### src/hdl/lfp_pkg.sv
// Shared constants and types for the LED driver fault supervision block.
package lfp_pkg;

  // ==========================================================================
  // Clock and timing
  // ==========================================================================
  localparam int CLK_PERIOD_NS     = 10;
  localparam int SYNC_LOW_TIME_NS  = 7000;
  localparam int SYNC_LOW_CYC      = (SYNC_LOW_TIME_NS + CLK_PERIOD_NS - 1) / CLK_PERIOD_NS;
  localparam int INPUT_UNDERVOLTAGE_LOCKOUT_FILT_TIME_NS = 50000;
  localparam int INPUT_UNDERVOLTAGE_LOCKOUT_FILT_CYC     = (INPUT_UNDERVOLTAGE_LOCKOUT_FILT_TIME_NS + CLK_PERIOD_NS - 1) / CLK_PERIOD_NS;
  localparam int TRIP_2X_TIME_NS   = 3000;
  localparam int TRIP_2X_CYC       = TRIP_2X_TIME_NS / CLK_PERIOD_NS;
  localparam int LOWPOWER_CYC      = 32750;
  localparam int LIMIT_1X_CYC      = 10000;
  localparam int DETECT_CYC        = 64;
  localparam int NUM_STRINGS       = 4;
  localparam int TIMER_W           = 16;

  // ==========================================================================
  // Supervisor states
  // ==========================================================================
  typedef enum logic [2:0] {
    ST_OFF    = 3'h0,
    ST_DETECT = 3'h1,
    ST_RUN    = 3'h2,
    ST_SYNCST = 3'h3,
    ST_LATCH  = 3'h4
  } lfp_state_type;

endpackage

### src/hdl/lfp_fault_ctrl.sv
// Fault supervision and shutdown sequencing for a four-string boost LED driver.
`timescale 1ns/1ps
`default_nettype none
module lfp_fault_ctrl #(
  parameter int N             = lfp_pkg::NUM_STRINGS,
  parameter int INPUT_UNDERVOLTAGE_LOCKOUT_FILT_CYC = lfp_pkg::INPUT_UNDERVOLTAGE_LOCKOUT_FILT_CYC,
  parameter int LOWPOWER_CYC  = lfp_pkg::LOWPOWER_CYC,
  parameter int LIMIT_1X_CYC  = lfp_pkg::LIMIT_1X_CYC,
  parameter int DETECT_CYC    = lfp_pkg::DETECT_CYC
) (
  input  wire logic         clock,
  input  wire logic         rst,
  input  wire logic         dimEnablePin,
  input  wire logic         freqSetSyncPin,
  input  wire logic [N-1:0] sinkShortPin,
  input  wire logic [N-1:0] sinkOpenPin,
  input  wire logic         ovSensePin,
  input  wire logic         switchNodeOverPin,
  input  wire logic         switchLimitPin,
  input  wire logic         switchLimit2Pin,
  input  wire logic         inputOver1xPin,
  input  wire logic         inputOver2xPin,
  input  wire logic         inputUnderPin,
  output logic              boostEnable_ff,
  output logic              boostCutCycle_ff,
  output logic [N-1:0]      sinkEnable_ff,
  output logic              disconnectGateOn_ff,
  output logic              disconnectLimit_ff,
  output logic              faultFlag_ff,
  output logic              lowPower_ff
);

  // ==========================================================================
  // Parameter checks
  // ==========================================================================
  localparam int TW = lfp_pkg::TIMER_W;
  localparam int SW = 2 * N + 9;

  generate
    if (N < 1 || DETECT_CYC < 1 || DETECT_CYC >= (2 ** TW)) begin : g_bad
      $error("lfp_fault_ctrl parameters out of range");
    end
  endgenerate

  // ==========================================================================
  // Pin synchronisation
  // ==========================================================================
  logic [SW-1:0] pinSync;
  logic [N-1:0]  shortS;
  logic [N-1:0]  openS;
  logic dimS, syncS, ovS, swOverS, limS, lim2S, in1xS, in2xS, underS;

  // All comparator and host pins arrive from outside the clock domain.
  lfp_sync #(
    .W (SW)
  ) u_sync (
    .clock       (clock),
    .rst         (rst),
    .pinIn       ({sinkShortPin, sinkOpenPin, dimEnablePin, freqSetSyncPin,
                   ovSensePin, switchNodeOverPin, switchLimitPin,
                   switchLimit2Pin, inputOver1xPin, inputOver2xPin,
                   inputUnderPin}),
    .levelOut_ff (pinSync)
  );

  assign {shortS, openS, dimS, syncS, ovS, swOverS, limS, lim2S,
          in1xS, in2xS, underS} = pinSync;

  // ==========================================================================
  // State and records
  // ==========================================================================
  lfp_pkg::lfp_state_type state_ff, nxt_state;
  logic [TW-1:0] detCnt_ff;
  logic [N-1:0]  shortOut_ff;
  logic [N-1:0]  openOut_ff;
  logic          dimPrev_ff;
  logic          dimRise, active, limitCond, latchCause;
  logic          syncLowHit, uvloHit, dimLowHit, limitHit;

  // Rising edge of the synchronised dimming-enable level.
  always_ff @(posedge clock) begin
    if (rst) begin
      dimPrev_ff <= 1'b0;
    end else begin
      dimPrev_ff <= dimS;
    end
  end

  assign dimRise = dimS && !dimPrev_ff;
  assign active  = (state_ff == lfp_pkg::ST_RUN) && dimS;

  // 1X window: current above the preset limit but below twice it.
  assign limitCond  = (state_ff == lfp_pkg::ST_RUN) && in1xS && !in2xS;
  assign latchCause = swOverS || lim2S || in2xS || limitHit;

  // ==========================================================================
  // Hold timers
  // ==========================================================================
  lfp_hold_timer #(.COUNT (lfp_pkg::SYNC_LOW_CYC), .W (TW)) u_syncLow (
    .clock (clock), .rst (rst), .cond (!syncS), .reached (syncLowHit)
  );

  lfp_hold_timer #(.COUNT (INPUT_UNDERVOLTAGE_LOCKOUT_FILT_CYC), .W (TW)) u_input_undervoltage_lockout (
    .clock (clock), .rst (rst), .cond (underS), .reached (uvloHit)
  );

  lfp_hold_timer #(.COUNT (LOWPOWER_CYC), .W (TW)) u_dimLow (
    .clock (clock), .rst (rst), .cond (!dimS), .reached (dimLowHit)
  );

  lfp_hold_timer #(.COUNT (LIMIT_1X_CYC), .W (TW)) u_limit (
    .clock (clock), .rst (rst), .cond (limitCond), .reached (limitHit)
  );

  // ==========================================================================
  // Supervisor state machine
  // ==========================================================================
  // Priority: undervoltage, low-power shutdown, latched faults, sync stop.
  always_comb begin
    nxt_state = state_ff;
    case (state_ff)
      lfp_pkg::ST_OFF: begin
        if (dimS && !underS) begin
          nxt_state = lfp_pkg::ST_DETECT;
        end
      end
      lfp_pkg::ST_DETECT: begin
        if (detCnt_ff == TW'(DETECT_CYC - 1)) begin
          nxt_state = lfp_pkg::ST_RUN;
        end
      end
      lfp_pkg::ST_RUN: begin
        nxt_state = lfp_pkg::ST_RUN;
      end
      lfp_pkg::ST_SYNCST: begin
        if (syncS) begin
          nxt_state = lfp_pkg::ST_DETECT;
        end
      end
      lfp_pkg::ST_LATCH: begin
        nxt_state = lfp_pkg::ST_LATCH;
      end
      default: begin
        nxt_state = lfp_pkg::ST_OFF;
      end
    endcase
    if (state_ff == lfp_pkg::ST_RUN || state_ff == lfp_pkg::ST_DETECT) begin
      if (latchCause) begin
        nxt_state = lfp_pkg::ST_LATCH;
      end else if (syncLowHit) begin
        nxt_state = lfp_pkg::ST_SYNCST;
      end
    end
    if (dimLowHit || uvloHit) begin
      nxt_state = lfp_pkg::ST_OFF;
    end
  end

  always_ff @(posedge clock) begin
    if (rst) begin
      state_ff <= lfp_pkg::ST_OFF;
    end else begin
      state_ff <= nxt_state;
    end
  end

  // Detection phase length.
  always_ff @(posedge clock) begin
    if (rst || state_ff != lfp_pkg::ST_DETECT) begin
      detCnt_ff <= '0;
    end else begin
      detCnt_ff <= detCnt_ff + 1'b1;
    end
  end

  // ==========================================================================
  // String records
  // ==========================================================================
  // Shorted strings: caught at detection, added while sinking, rechecked on
  // each dimming rising edge; a fresh short beats the recheck clear.
  always_ff @(posedge clock) begin
    if (rst || nxt_state == lfp_pkg::ST_OFF) begin
      shortOut_ff <= '0;
    end else if (state_ff == lfp_pkg::ST_DETECT) begin
      shortOut_ff <= shortS;
    end else if (state_ff == lfp_pkg::ST_RUN && dimRise) begin
      shortOut_ff <= (shortOut_ff & shortS) | (shortS & sinkEnable_ff);
    end else if (state_ff == lfp_pkg::ST_RUN) begin
      shortOut_ff <= shortOut_ff | (shortS & sinkEnable_ff);
    end
  end

  // Open strings found while the output is at its overvoltage trip.
  always_ff @(posedge clock) begin
    if (rst || nxt_state == lfp_pkg::ST_OFF) begin
      openOut_ff <= '0;
    end else if (state_ff == lfp_pkg::ST_RUN && ovS) begin
      openOut_ff <= openOut_ff | (openS & sinkEnable_ff);
    end
  end

  // ==========================================================================
  // Outputs
  // ==========================================================================
  // Boost and sinks run only in operation with dimming enable high.
  always_ff @(posedge clock) begin
    if (rst) begin
      boostEnable_ff   <= 1'b0;
      boostCutCycle_ff <= 1'b0;
      sinkEnable_ff    <= '0;
    end else begin
      boostEnable_ff   <= active && !ovS && (nxt_state == lfp_pkg::ST_RUN);
      boostCutCycle_ff <= active && limS;
      sinkEnable_ff    <= (active && nxt_state == lfp_pkg::ST_RUN) ?
                          ~(shortOut_ff | openOut_ff) : '0;
    end
  end

  // Disconnect switch, flag and power state follow the next state directly.
  always_ff @(posedge clock) begin
    if (rst) begin
      disconnectGateOn_ff <= 1'b0;
      disconnectLimit_ff  <= 1'b0;
      faultFlag_ff        <= 1'b0;
      lowPower_ff         <= 1'b1;
    end else begin
      disconnectGateOn_ff <= (nxt_state == lfp_pkg::ST_RUN) ||
                             (nxt_state == lfp_pkg::ST_DETECT);
      disconnectLimit_ff  <= (nxt_state == lfp_pkg::ST_RUN) && limitCond;
      faultFlag_ff        <= (nxt_state == lfp_pkg::ST_LATCH) ||
                             ((nxt_state == lfp_pkg::ST_RUN) && limitCond);
      lowPower_ff         <= (nxt_state == lfp_pkg::ST_OFF);
    end
  end

  // Helper: consecutive cycles of 1X limiting.
  logic [TW:0] limRun_ff;
  always_ff @(posedge clock) begin
    if (rst || !disconnectLimit_ff) begin
      limRun_ff <= '0;
    end else begin
      limRun_ff <= limRun_ff + 1'b1;
    end
  end

  logic calm;
  assign calm = !uvloHit && !dimLowHit;
endmodule
`default_nettype wire

### src/hdl/lfp_hold_timer.sv
// Counts how long a condition has held without a break and flags the limit.
`timescale 1ns/1ps
`default_nettype none
module lfp_hold_timer #(
  parameter int COUNT = 8,
  parameter int W     = 16
) (
  input  wire logic clock,
  input  wire logic rst,
  input  wire logic cond,
  output logic      reached
);

  // ==========================================================================
  // Counter
  // ==========================================================================
  localparam logic [W-1:0] LIMIT = W'(COUNT);
  logic [W-1:0] cnt_ff;

  generate
    if (COUNT < 1 || COUNT >= (2 ** W)) begin : g_bad
      $error("lfp_hold_timer count does not fit its counter");
    end
  endgenerate

  // Any break in the condition restarts the count; it saturates at the limit.
  always_ff @(posedge clock) begin
    if (rst || !cond) begin
      cnt_ff <= '0;
    end else if (cnt_ff != LIMIT) begin
      cnt_ff <= cnt_ff + 1'b1;
    end
  end

  // High once the condition has held for COUNT edges in a row.
  assign reached = (cnt_ff == LIMIT);

endmodule
`default_nettype wire

### src/hdl/lfp_sync.sv
// Two-stage synchroniser for a bus of independent pin levels.
`timescale 1ns/1ps
`default_nettype none
module lfp_sync #(
  parameter int W = 1
) (
  input  wire logic         clock,
  input  wire logic         rst,
  input  wire logic [W-1:0] pinIn,
  output logic      [W-1:0] levelOut_ff
);

  // ==========================================================================
  // Stages
  // ==========================================================================
  logic [W-1:0] meta_ff;

  generate
    if (W < 1) begin : g_bad
      $error("lfp_sync width must be at least one");
    end
  endgenerate

  // The first stage feeds only the second stage.
  always_ff @(posedge clock) begin
    if (rst) begin
      meta_ff     <= '0;
      levelOut_ff <= '0;
    end else begin
      meta_ff     <= pinIn;
      levelOut_ff <= meta_ff;
    end
  end

endmodule
`default_nettype wire

### config.mk
export PLATFORM = sky130hd
export DESIGN_NAME = lfp_fault_ctrl
export DESIGN_NICKNAME = d
export VERILOG_FILES = /design/src/hdl/lfp_pkg.sv /design/src/hdl/lfp_fault_ctrl.sv /design/src/hdl/lfp_hold_timer.sv /design/src/hdl/lfp_sync.sv
export SDC_FILE = /design/constraint.sdc
export NUM_CORES = 1
export LEC_CHECK = 0
export ABC_CLOCK_PERIOD_IN_PS = 6280
export BUFFER_PORTS_ARGS = -buffer_cell sky130_fd_sc_hd__buf_2
export CAP_MARGIN = 20
export CORE_ASPECT_RATIO = 0.7
export CORE_MARGIN = 8
export CORE_UTILIZATION = 55
export DETAILED_ROUTE_END_ITERATION = 12
export PLACE_DENSITY = 0.73
export SLEW_MARGIN = 0
export SYNTH_ARGS = -nofsm -noshare
export SYNTH_HDL_FRONTEND = slang
export SYNTH_SLANG_ARGS = --single-unit
### constraint.sdc
create_clock -name clock -period 6.28 [get_ports clock]
set_clock_uncertainty 0.1 [all_clocks]
set_input_delay 0.942 -clock clock [delete_from_list [all_inputs] [get_ports clock]]
set_output_delay 0.942 -clock clock [all_outputs]
set_load 0.05 [all_outputs]
==> impl_metrics.env, run 1 <==
export IMPL_grt_pass1_wl_um=18800
export IMPL_die_h_um=99.0
export IMPL_wirelength_um=10700
export IMPL_synthesis_area_um2=5420
export IMPL_first_global_vias=3993
export IMPL_synth_seq_area_share_pct=50.3
export IMPL_n_antenna_cell=0
export IMPL_avgRoutedWirePerCell_um=14.1
export IMPL_hp_class="register to register"
export IMPL_instances_no_fill=759
export IMPL_die_area_um2=13300
export IMPL_drc=0
export IMPL_hold_viol=0
export IMPL_max_freq_ghz=0.403
export IMPL_gp_congestion=0.841
export IMPL_worst_pin_slew_ps=780
export IMPL_cp_slowest_cell="nor4b_1"
export IMPL_drv_slew=0
export IMPL_p_per_area_nw_per_um2=317
export IMPL_setup_viol=0
export IMPL_yosys_warnings=0
export IMPL_port_buffers=28
export IMPL_place_ws_ps=3350
export IMPL_start_util_pct=56.1
export IMPL_synthCells=590
export IMPL_synth_edf_count=0
export IMPL_vias=4155
export IMPL_syn_to_final_growth_pct=15.7
export IMPL_root_buffer="clkbuf_16"
export IMPL_cts_sinks=136
export IMPL_setup_slack_ps=3800
export IMPL_max_stage_delay_ps=430
export IMPL_first_pass_iters=5
export IMPL_status="completed"
export IMPL_critical_path_class="register to register"
export IMPL_die_width_um=135
export IMPL_dp_cells=728
export IMPL_grt_overflow=0
export IMPL_viasPerCell=5.47
export IMPL_place_hpwl_um=7470
export IMPL_final_util_pct=65.0
export IMPL_fp_row_count=30
export IMPL_grtUsageTotal_pct=17.4
export IMPL_clk_pin_slew_worst_paths_ps=60
export IMPL_grt_max_degree=42
export IMPL_clk_latency_ps=410
export IMPL_cap_viol_max_count=0
export IMPL_clockBufferDepth=2
export IMPL_power_leakage_nw=2.28
export IMPL_synthFlopType="dfxtp_1"
export IMPL_drive_gt1_share_pct=10.5
export IMPL_htreeDepth=4
export IMPL_power_total_w=0.00199
export IMPL_rsz0062_at_grt="no"
export IMPL_slew_headroom_pct=47.8
export IMPL_post_synth_top_area_cell="dfxtp_1"
export IMPL_synth_avg_cell_area_um2=9.18
export IMPL_drt_initial_drc_count=405
export IMPL_path_max_fanout=9
export IMPL_netlist_area_leader_share_pct=50.3
export IMPL_synth_cell_types=49
export IMPL_end_kind="register"
export IMPL_tns_ps=0
export IMPL_ys_ff_latch=136
export IMPL_finalCritPeriodShare_pct=39.6
export IMPL_post_cts_resized=0
export IMPL_cts_tree="built"
export IMPL_cp_arrival_ps=2680
export IMPL_post_cts_buffers=0
export IMPL_antenna_found_initial=0
export IMPL_worstPathRequired_ps=6480
export IMPL_ioPinCount=29
export IMPL_cts_buffers=17
export IMPL_fill_cells=770
export IMPL_syn_num_nets=618
export IMPL_post_route_min_period_ps=2480
export IMPL_crit_chain="inv_1, ha_1, nor4b_1, nand4b_1, nand2b_1, and4b_1, or2_1"
export IMPL_core_um2=9650
export IMPL_holdBufCountCts=0
export IMPL_start_kind="register"
export IMPL_drtAntennaViolNets=0
export IMPL_synthArstFlopShare_pct=0
export IMPL_nets=647
export IMPL_synth_area_leaders="dfxtp_1 (50%), xor2_1 (6.1%), nor2_1 (5.9%), nor2b_1 (4.5%), xnor2_1 (3.1%)"
export IMPL_peakVddDrop_v=0.000207
[stage by stage]
step                      hold WS, ps  instance area, um2
after floorplan                   292                5420
after global routing              346                6270
after detailed placement          320                5640
final                             332                6270
after CTS                         333                6270
after global placement            329                5640
[path summary, 6_finish.rpt]
kind | start | depth (start not counted) | to | slack [ps]
worst max-delay path | u_syncLow.cnt_ff[1]$_SDFFE_PP0P_ | 7 | lowPower_ff$_SDFF_PP1_ | 3800
worst min-delay path | u_sync.meta_ff[14]$_SDFF_PP0_ | 1 | u_sync.levelOut_ff[14]$_SDFF_PP0_ | 330
worst max register to register | u_syncLow.cnt_ff[1]$_SDFFE_PP0P_ | 7 | lowPower_ff$_SDFF_PP1_ | 3800
worst min register to register | u_sync.meta_ff[14]$_SDFF_PP0_ | 1 | u_sync.levelOut_ff[14]$_SDFF_PP0_ | 330
[placed cells by master, fill, tap and decap left out, types with 3 or more instances in the layout]
master,synthesis,final
nor2b_1,39,39
clkbuf_16,0,17
a31oi_1,8,8
nor4b_1,5,5
nor4_1,4,4
ha_1,9,9
nand3b_1,3,3
nor3_1,17,17
nand2b_1,6,6
xnor2_1,19,19
a21oi_1,19,19
and4_1,3,3
buf_2,1,28
nand4_1,21,21
nand2_1,36,36
bufinv_16,0,4
nand3_1,29,29
and3_1,12,12
inv_1,13,13
nor3b_1,3,3
or4_1,5,5
a211o_1,5,5
o21ai_0,13,13
nor2_1,85,85
or2_2,4,4
or3_1,13,13
a32oi_1,4,4
dfxtp_1,136,136
xor2_1,38,38
[cells in the mapped netlist (4+ instances only)]
master,n
ha_1,9
nor4b_1,5
xor2_1,38
or3_1,13
nand3_1,29
nor3_1,17
a211o_1,5
nor4_1,4
nand2b_1,6
and3_1,12
nand2_1,36
a21oi_1,19
a32oi_1,4
nor2b_1,39
dfxtp_1,136
xnor2_1,19
or4_1,5
or2_2,4
a31oi_1,8
o21ai_0,13
nand4_1,21
inv_1,13
nor2_1,85
clkbuf_1,15
[kinds of logic (layout without fill, tap and decap cells)]
logic type | after synthesis | count (layout) | share of synthesized area, %
simple gates | 297 | 297 | 28.9
mux | 1 | 1 | 0.185
fa+ha+maj | 9 | 9 | 2.08
buf+inv | 32 | 73 | 2.38
xor+xnor | 57 | 57 | 9.22
flops | 136 | 136 | 50.3
compound gates | 58 | 58 | 6.98
[power breakdown]
part           internal (W)  switching, W  total [W]
combinational     0.0000210     0.0000323  0.0000533
sequential         0.000878    0.00000985   0.000888
clock              0.000686      0.000357    0.00104
[routing by layer]
layer	part of all wire [%]	routed length [um]	vias up	GRT usage (%)
met3	4.9	526	18	5.79
met4	1.5	160	0	7.05
li1	-	-	2097	-
met2	44	4740	94	25.6
met5	0	0	-	0
met1	49	5310	1946	22.9
[worst max-delay path, delay by kind of cell, from the launching register on]
family	cells	cell delay, ps
and+or+nand+nor	5	1690
adders and majority gates	1	150
buffers and inverters	1	100
DFF	1	340
[state kept, by name (all words and copies together) (netlist names), 3 cells and up]
register	count
detCnt_ff	16
u_sync.levelOut_ff	17
state_ff	3
u_limit.cnt_ff	16
openOut_ff	4
u_dimLow.cnt_ff	16
u_input_undervoltage_lockout.cnt_ff	16
u_sync.meta_ff	17
shortOut_ff	4
u_syncLow.cnt_ff	16
sinkEnable_ff	4
[cell type report]
type / instances / area [um2] / area share, %
Sequential cell: 136 / 2720 / 43.4
Multi-Input combinational cell: 422 / 2560 / 40.9
Clock buffer: 21 / 460 / 7.35
Clock inverter: 10 / 168 / 2.68
Tap cell: 128 / 160 / 2.56
Timing Repair Buffer: 28 / 140 / 2.24
Inverter: 14 / 52.6 / 0.838
No activity file was read; power rests on OpenSTA's default activity.
==> inputs of run 2 (changes only) <==
--- a/config.mk
+++ b/config.mk
@@ -5,7 +5,8 @@
 export SDC_FILE = /design/constraint.sdc
 export NUM_CORES = 1
 export LEC_CHECK = 0
-export ABC_CLOCK_PERIOD_IN_PS = 6280
+export ABC_AREA = 1
+export ABC_CLOCK_PERIOD_IN_PS = 2310
 export BUFFER_PORTS_ARGS = -buffer_cell sky130_fd_sc_hd__buf_2
 export CAP_MARGIN = 20
 export CORE_ASPECT_RATIO = 0.7
==> constraint.sdc (replaced) <==
create_clock -name clock -period 2.31 [get_ports clock]
set_clock_uncertainty 0.1 [all_clocks]
set_input_delay 0.3465 -clock clock [delete_from_list [all_inputs] [get_ports clock]]
set_output_delay 0.3465 -clock clock [all_outputs]
set_load 0.05 [all_outputs]
==> run 2 against run 1 <==
Net effect:
- combinational power grew to 3.9 times the previous value
- sequential power rose to 2.7 times the previous value
- clock-buffer cell count is 1 lower
- area after synthesis is 7.0% higher
- register-to-register slack worse by 3300 ps
- largest power group unchanged
- via count increased by 17%
- critical endpoint is now openOut_ff[3]$_SDFFE_PP0P_
- worst setup slack worse by 3300 ps
- die area is 6.0% higher
==> impl_metrics.env, run 2 <==
export IMPL_status="completed"
export IMPL_ys_top_cells_by_count="dfxtp_1 (136), nor2_1 (121), inv_1 (120), nand2_1 (77), a21oi_1 (53)"
export IMPL_setup_viol=0
export IMPL_ioPinCount=29
export IMPL_max_stage_delay_ps=370
export IMPL_synthFlopType="dfxtp_1"
export IMPL_cp_arrival_ps=2050
export IMPL_synth_most_common_cell="dfxtp_1"
export IMPL_worstPathRequired_ps=2560
export IMPL_drv_slew=0
export IMPL_mostFrequentLayoutCell="dfxtp_1"
export IMPL_first_global_vias=4729
export IMPL_cts_tree="built"
export IMPL_clk_pin_slew_worst_paths_ps=60
export IMPL_power_internal_w=0.00427
export IMPL_crit_top_cell="nand2_2"
export IMPL_place_ws_ps=529
export IMPL_final_util_pct=65.1
export IMPL_fp_row_count=31
export IMPL_grtUsageTotal_pct=17.8
export IMPL_hold_viol=0
export IMPL_core_um2=10300
export IMPL_finalCritPeriodShare_pct=77.9
export IMPL_critical_path_class="register to register"
export IMPL_slew_headroom_pct=67.1
export IMPL_cap_viol_max_count=0
export IMPL_drive_gt1_share_pct=16.7
export IMPL_antenna_found_initial=0
export IMPL_post_cts_buffers=0
export IMPL_crit_chain="inv_1, ha_1, nand3_1, nor2_1, nand2_2, nand2_2, a21oi_4, nand2_2, nand3_2, nand2_4, nor2_2"
export IMPL_htreeDepth=4
export IMPL_setup_slack_ps=511
export IMPL_fill_cells=860
export IMPL_nets=825
export IMPL_die_area_um2=14100
export IMPL_p_per_area_nw_per_um2=808
export IMPL_drt_initial_drc_count=390
export IMPL_die_h_um=102
export IMPL_top_regs="u_sync.levelOut_ff (17), u_sync.meta_ff (17)"
export IMPL_post_cts_resized=0
export IMPL_drc=0
export IMPL_post_synth_top_area_cell="dfxtp_1"
export IMPL_grt_max_degree=29
export IMPL_cts_buffers=17
export IMPL_synthCells=752
export IMPL_cts_sinks=136
export IMPL_synthesis_area_um2=5790
export IMPL_syn_num_nets=780
export IMPL_ys_ff_latch=136
export IMPL_holdBufCountCts=0
export IMPL_gp_congestion=0.839
export IMPL_clockBufferDepth=2
export IMPL_die_width_um=139
export IMPL_p_comb_share_pct=3.8
export IMPL_synth_area_leaders="dfxtp_1 (47%), nor2_1 (7.8%), inv_1 (7.8%), nand2_1 (5.0%), a21oi_1 (4.6%)"
export IMPL_grt_pass1_wl_um=20800
export IMPL_rsz0062_at_grt="no"
export IMPL_synth_edf_count=0
export IMPL_first_pass_iters=5
export IMPL_root_buffer="clkbuf_16"
export IMPL_path_max_fanout=9
export IMPL_final_cell_mix="dfxtp_1 (136), nor2_1 (121), inv_1 (120)"
export IMPL_peakVddDrop_v=0.000705
export IMPL_pwr_share_clk_pct=51.6
export IMPL_clk_latency_ps=410
export IMPL_max_freq_ghz=0.556
export IMPL_place_hpwl_um=8640
export IMPL_synth_cell_types=40
export IMPL_wirelength_um=11800
export IMPL_hp_class="input pin to register"
export IMPL_regArea_um2=2720
export IMPL_avgRoutedWirePerCell_um=12.5
export IMPL_yosys_warnings=0
export IMPL_drtAntennaViolNets=0
export IMPL_vias=4841
export IMPL_netlist_area_leader_share_pct=47.0
export IMPL_tns_ps=0
export IMPL_switchingPower_w=0.00117
export IMPL_pwr_share_seq_pct=44.5
export IMPL_synthArstFlopShare_pct=0
export IMPL_viasPerCell=5.14
export IMPL_sw_frac_of_total_pct=21.5
export IMPL_grt_overflow=0
export IMPL_n_antenna_cell=0
export IMPL_cp_slowest_cell="dfxtp_1"
export IMPL_end_kind="register"
export IMPL_post_route_min_period_ps=1800
export IMPL_start_util_pct=56.1
export IMPL_multi_input_area_um2=2530
export IMPL_worst_pin_slew_ps=493
export IMPL_synth_avg_cell_area_um2=7.70
export IMPL_syn_to_final_growth_pct=16.0
export IMPL_synth_seq_area_share_pct=47.0
export IMPL_power_leakage_nw=2.68
export IMPL_port_buffers=28
export IMPL_start_kind="register"
## run 2: cell types whose count changed in the layout (fill, tap and decap cells not counted), sizes merged, moves of 7 or more
cell,delta
or3,-13
xnor2,-18
nor2b,-39
nand2,+55
nand3,+7
nor3,+16
inv,+117
and3,-11
nor2,+56
o21ai,+22
a21oi,+36
xor2,-35
## run 2: final timing paths
| check | to | slack, ps | start | cells past startpoint |
|---|---|---|---|---|
| worst max-delay path | openOut_ff[3]$_SDFFE_PP0P_ | 510 | u_dimLow.cnt_ff[0]$_SDFFE_PP0P_ | 11 |
| worst min-delay path | u_sync.meta_ff[13]$_SDFF_PP0_ | 30 | sinkShortPin[0] | 3 |
| worst max register to register | openOut_ff[3]$_SDFFE_PP0P_ | 510 | u_dimLow.cnt_ff[0]$_SDFFE_PP0P_ | 11 |
| worst min register to register | u_sync.levelOut_ff[13]$_SDFF_PP0_ | 300 | u_sync.meta_ff[13]$_SDFF_PP0_ | 2 |
## run 2: layout make-up
type | count | share of cell area (%)
flip-flops and latches | 136 | 40.5
well taps | 132 | 2.46
inverters | 135 | 7.54
multi-input cells | 474 | 37.7
repair buffers | 33 | 2.64
clock inverters | 12 | 2.63
clock buffers | 20 | 6.50
## run 2: cell families (layout without fill, tap and decap cells)
group	after synthesis	after routing	share of synthesized area, %
simple gates	338	338	29.2
compound gates	123	123	12.0
fa+ha+maj	9	9	1.94
buf+inv	142	200	9.25
xor+xnor	4	4	0.605
flops	136	136	47.0
## run 2: metrics by stage
step / hold WS [ps] / cells / power, W / area, um2
floorplan: 288 / 752 / 0.00261 / 5790
global route: 29.9 / 942 / 0.00561 / 6720
detailed placement: 295 / 910 / 0.00268 / 6110
finish: 31.1 / 942 / 0.00543 / 6720
CTS: 23.6 / 942 / 0.00548 / 6720
global placement: 291 / 910 / 0.00267 / 6110
## run 2: critical path: cells and delay by family (launching register included)
family | cells | cell delay (ps)
compound gates | 1 | 190
buf+inv | 1 | 90
flops | 1 | 370
simple gates | 8 | 780
fa+ha+maj | 1 | 210
## run 2: routing by layer
layer / vias up / track usage, % / routed length [um]
met5: - / 0 / 0
met4: 0 / 5.96 / 143
met3: 16 / 5.13 / 543
met2: 119 / 28.4 / 5340
met1: 2199 / 22.9 / 5780
li1: 2507 / - / -
## run 2: power groups by stage
stage | registers (W) | logic [W] | clock network, W
after floorplan | 0.00248 | 0.000134 | 0
after global placement | 0.00247 | 0.000201 | 0
after detailed placement | 0.00247 | 0.000210 | 0
after CTS | 0.00242 | 0.000211 | 0.00285
after global routing | 0.00242 | 0.000236 | 0.00296
final | 0.00242 | 0.000209 | 0.00280
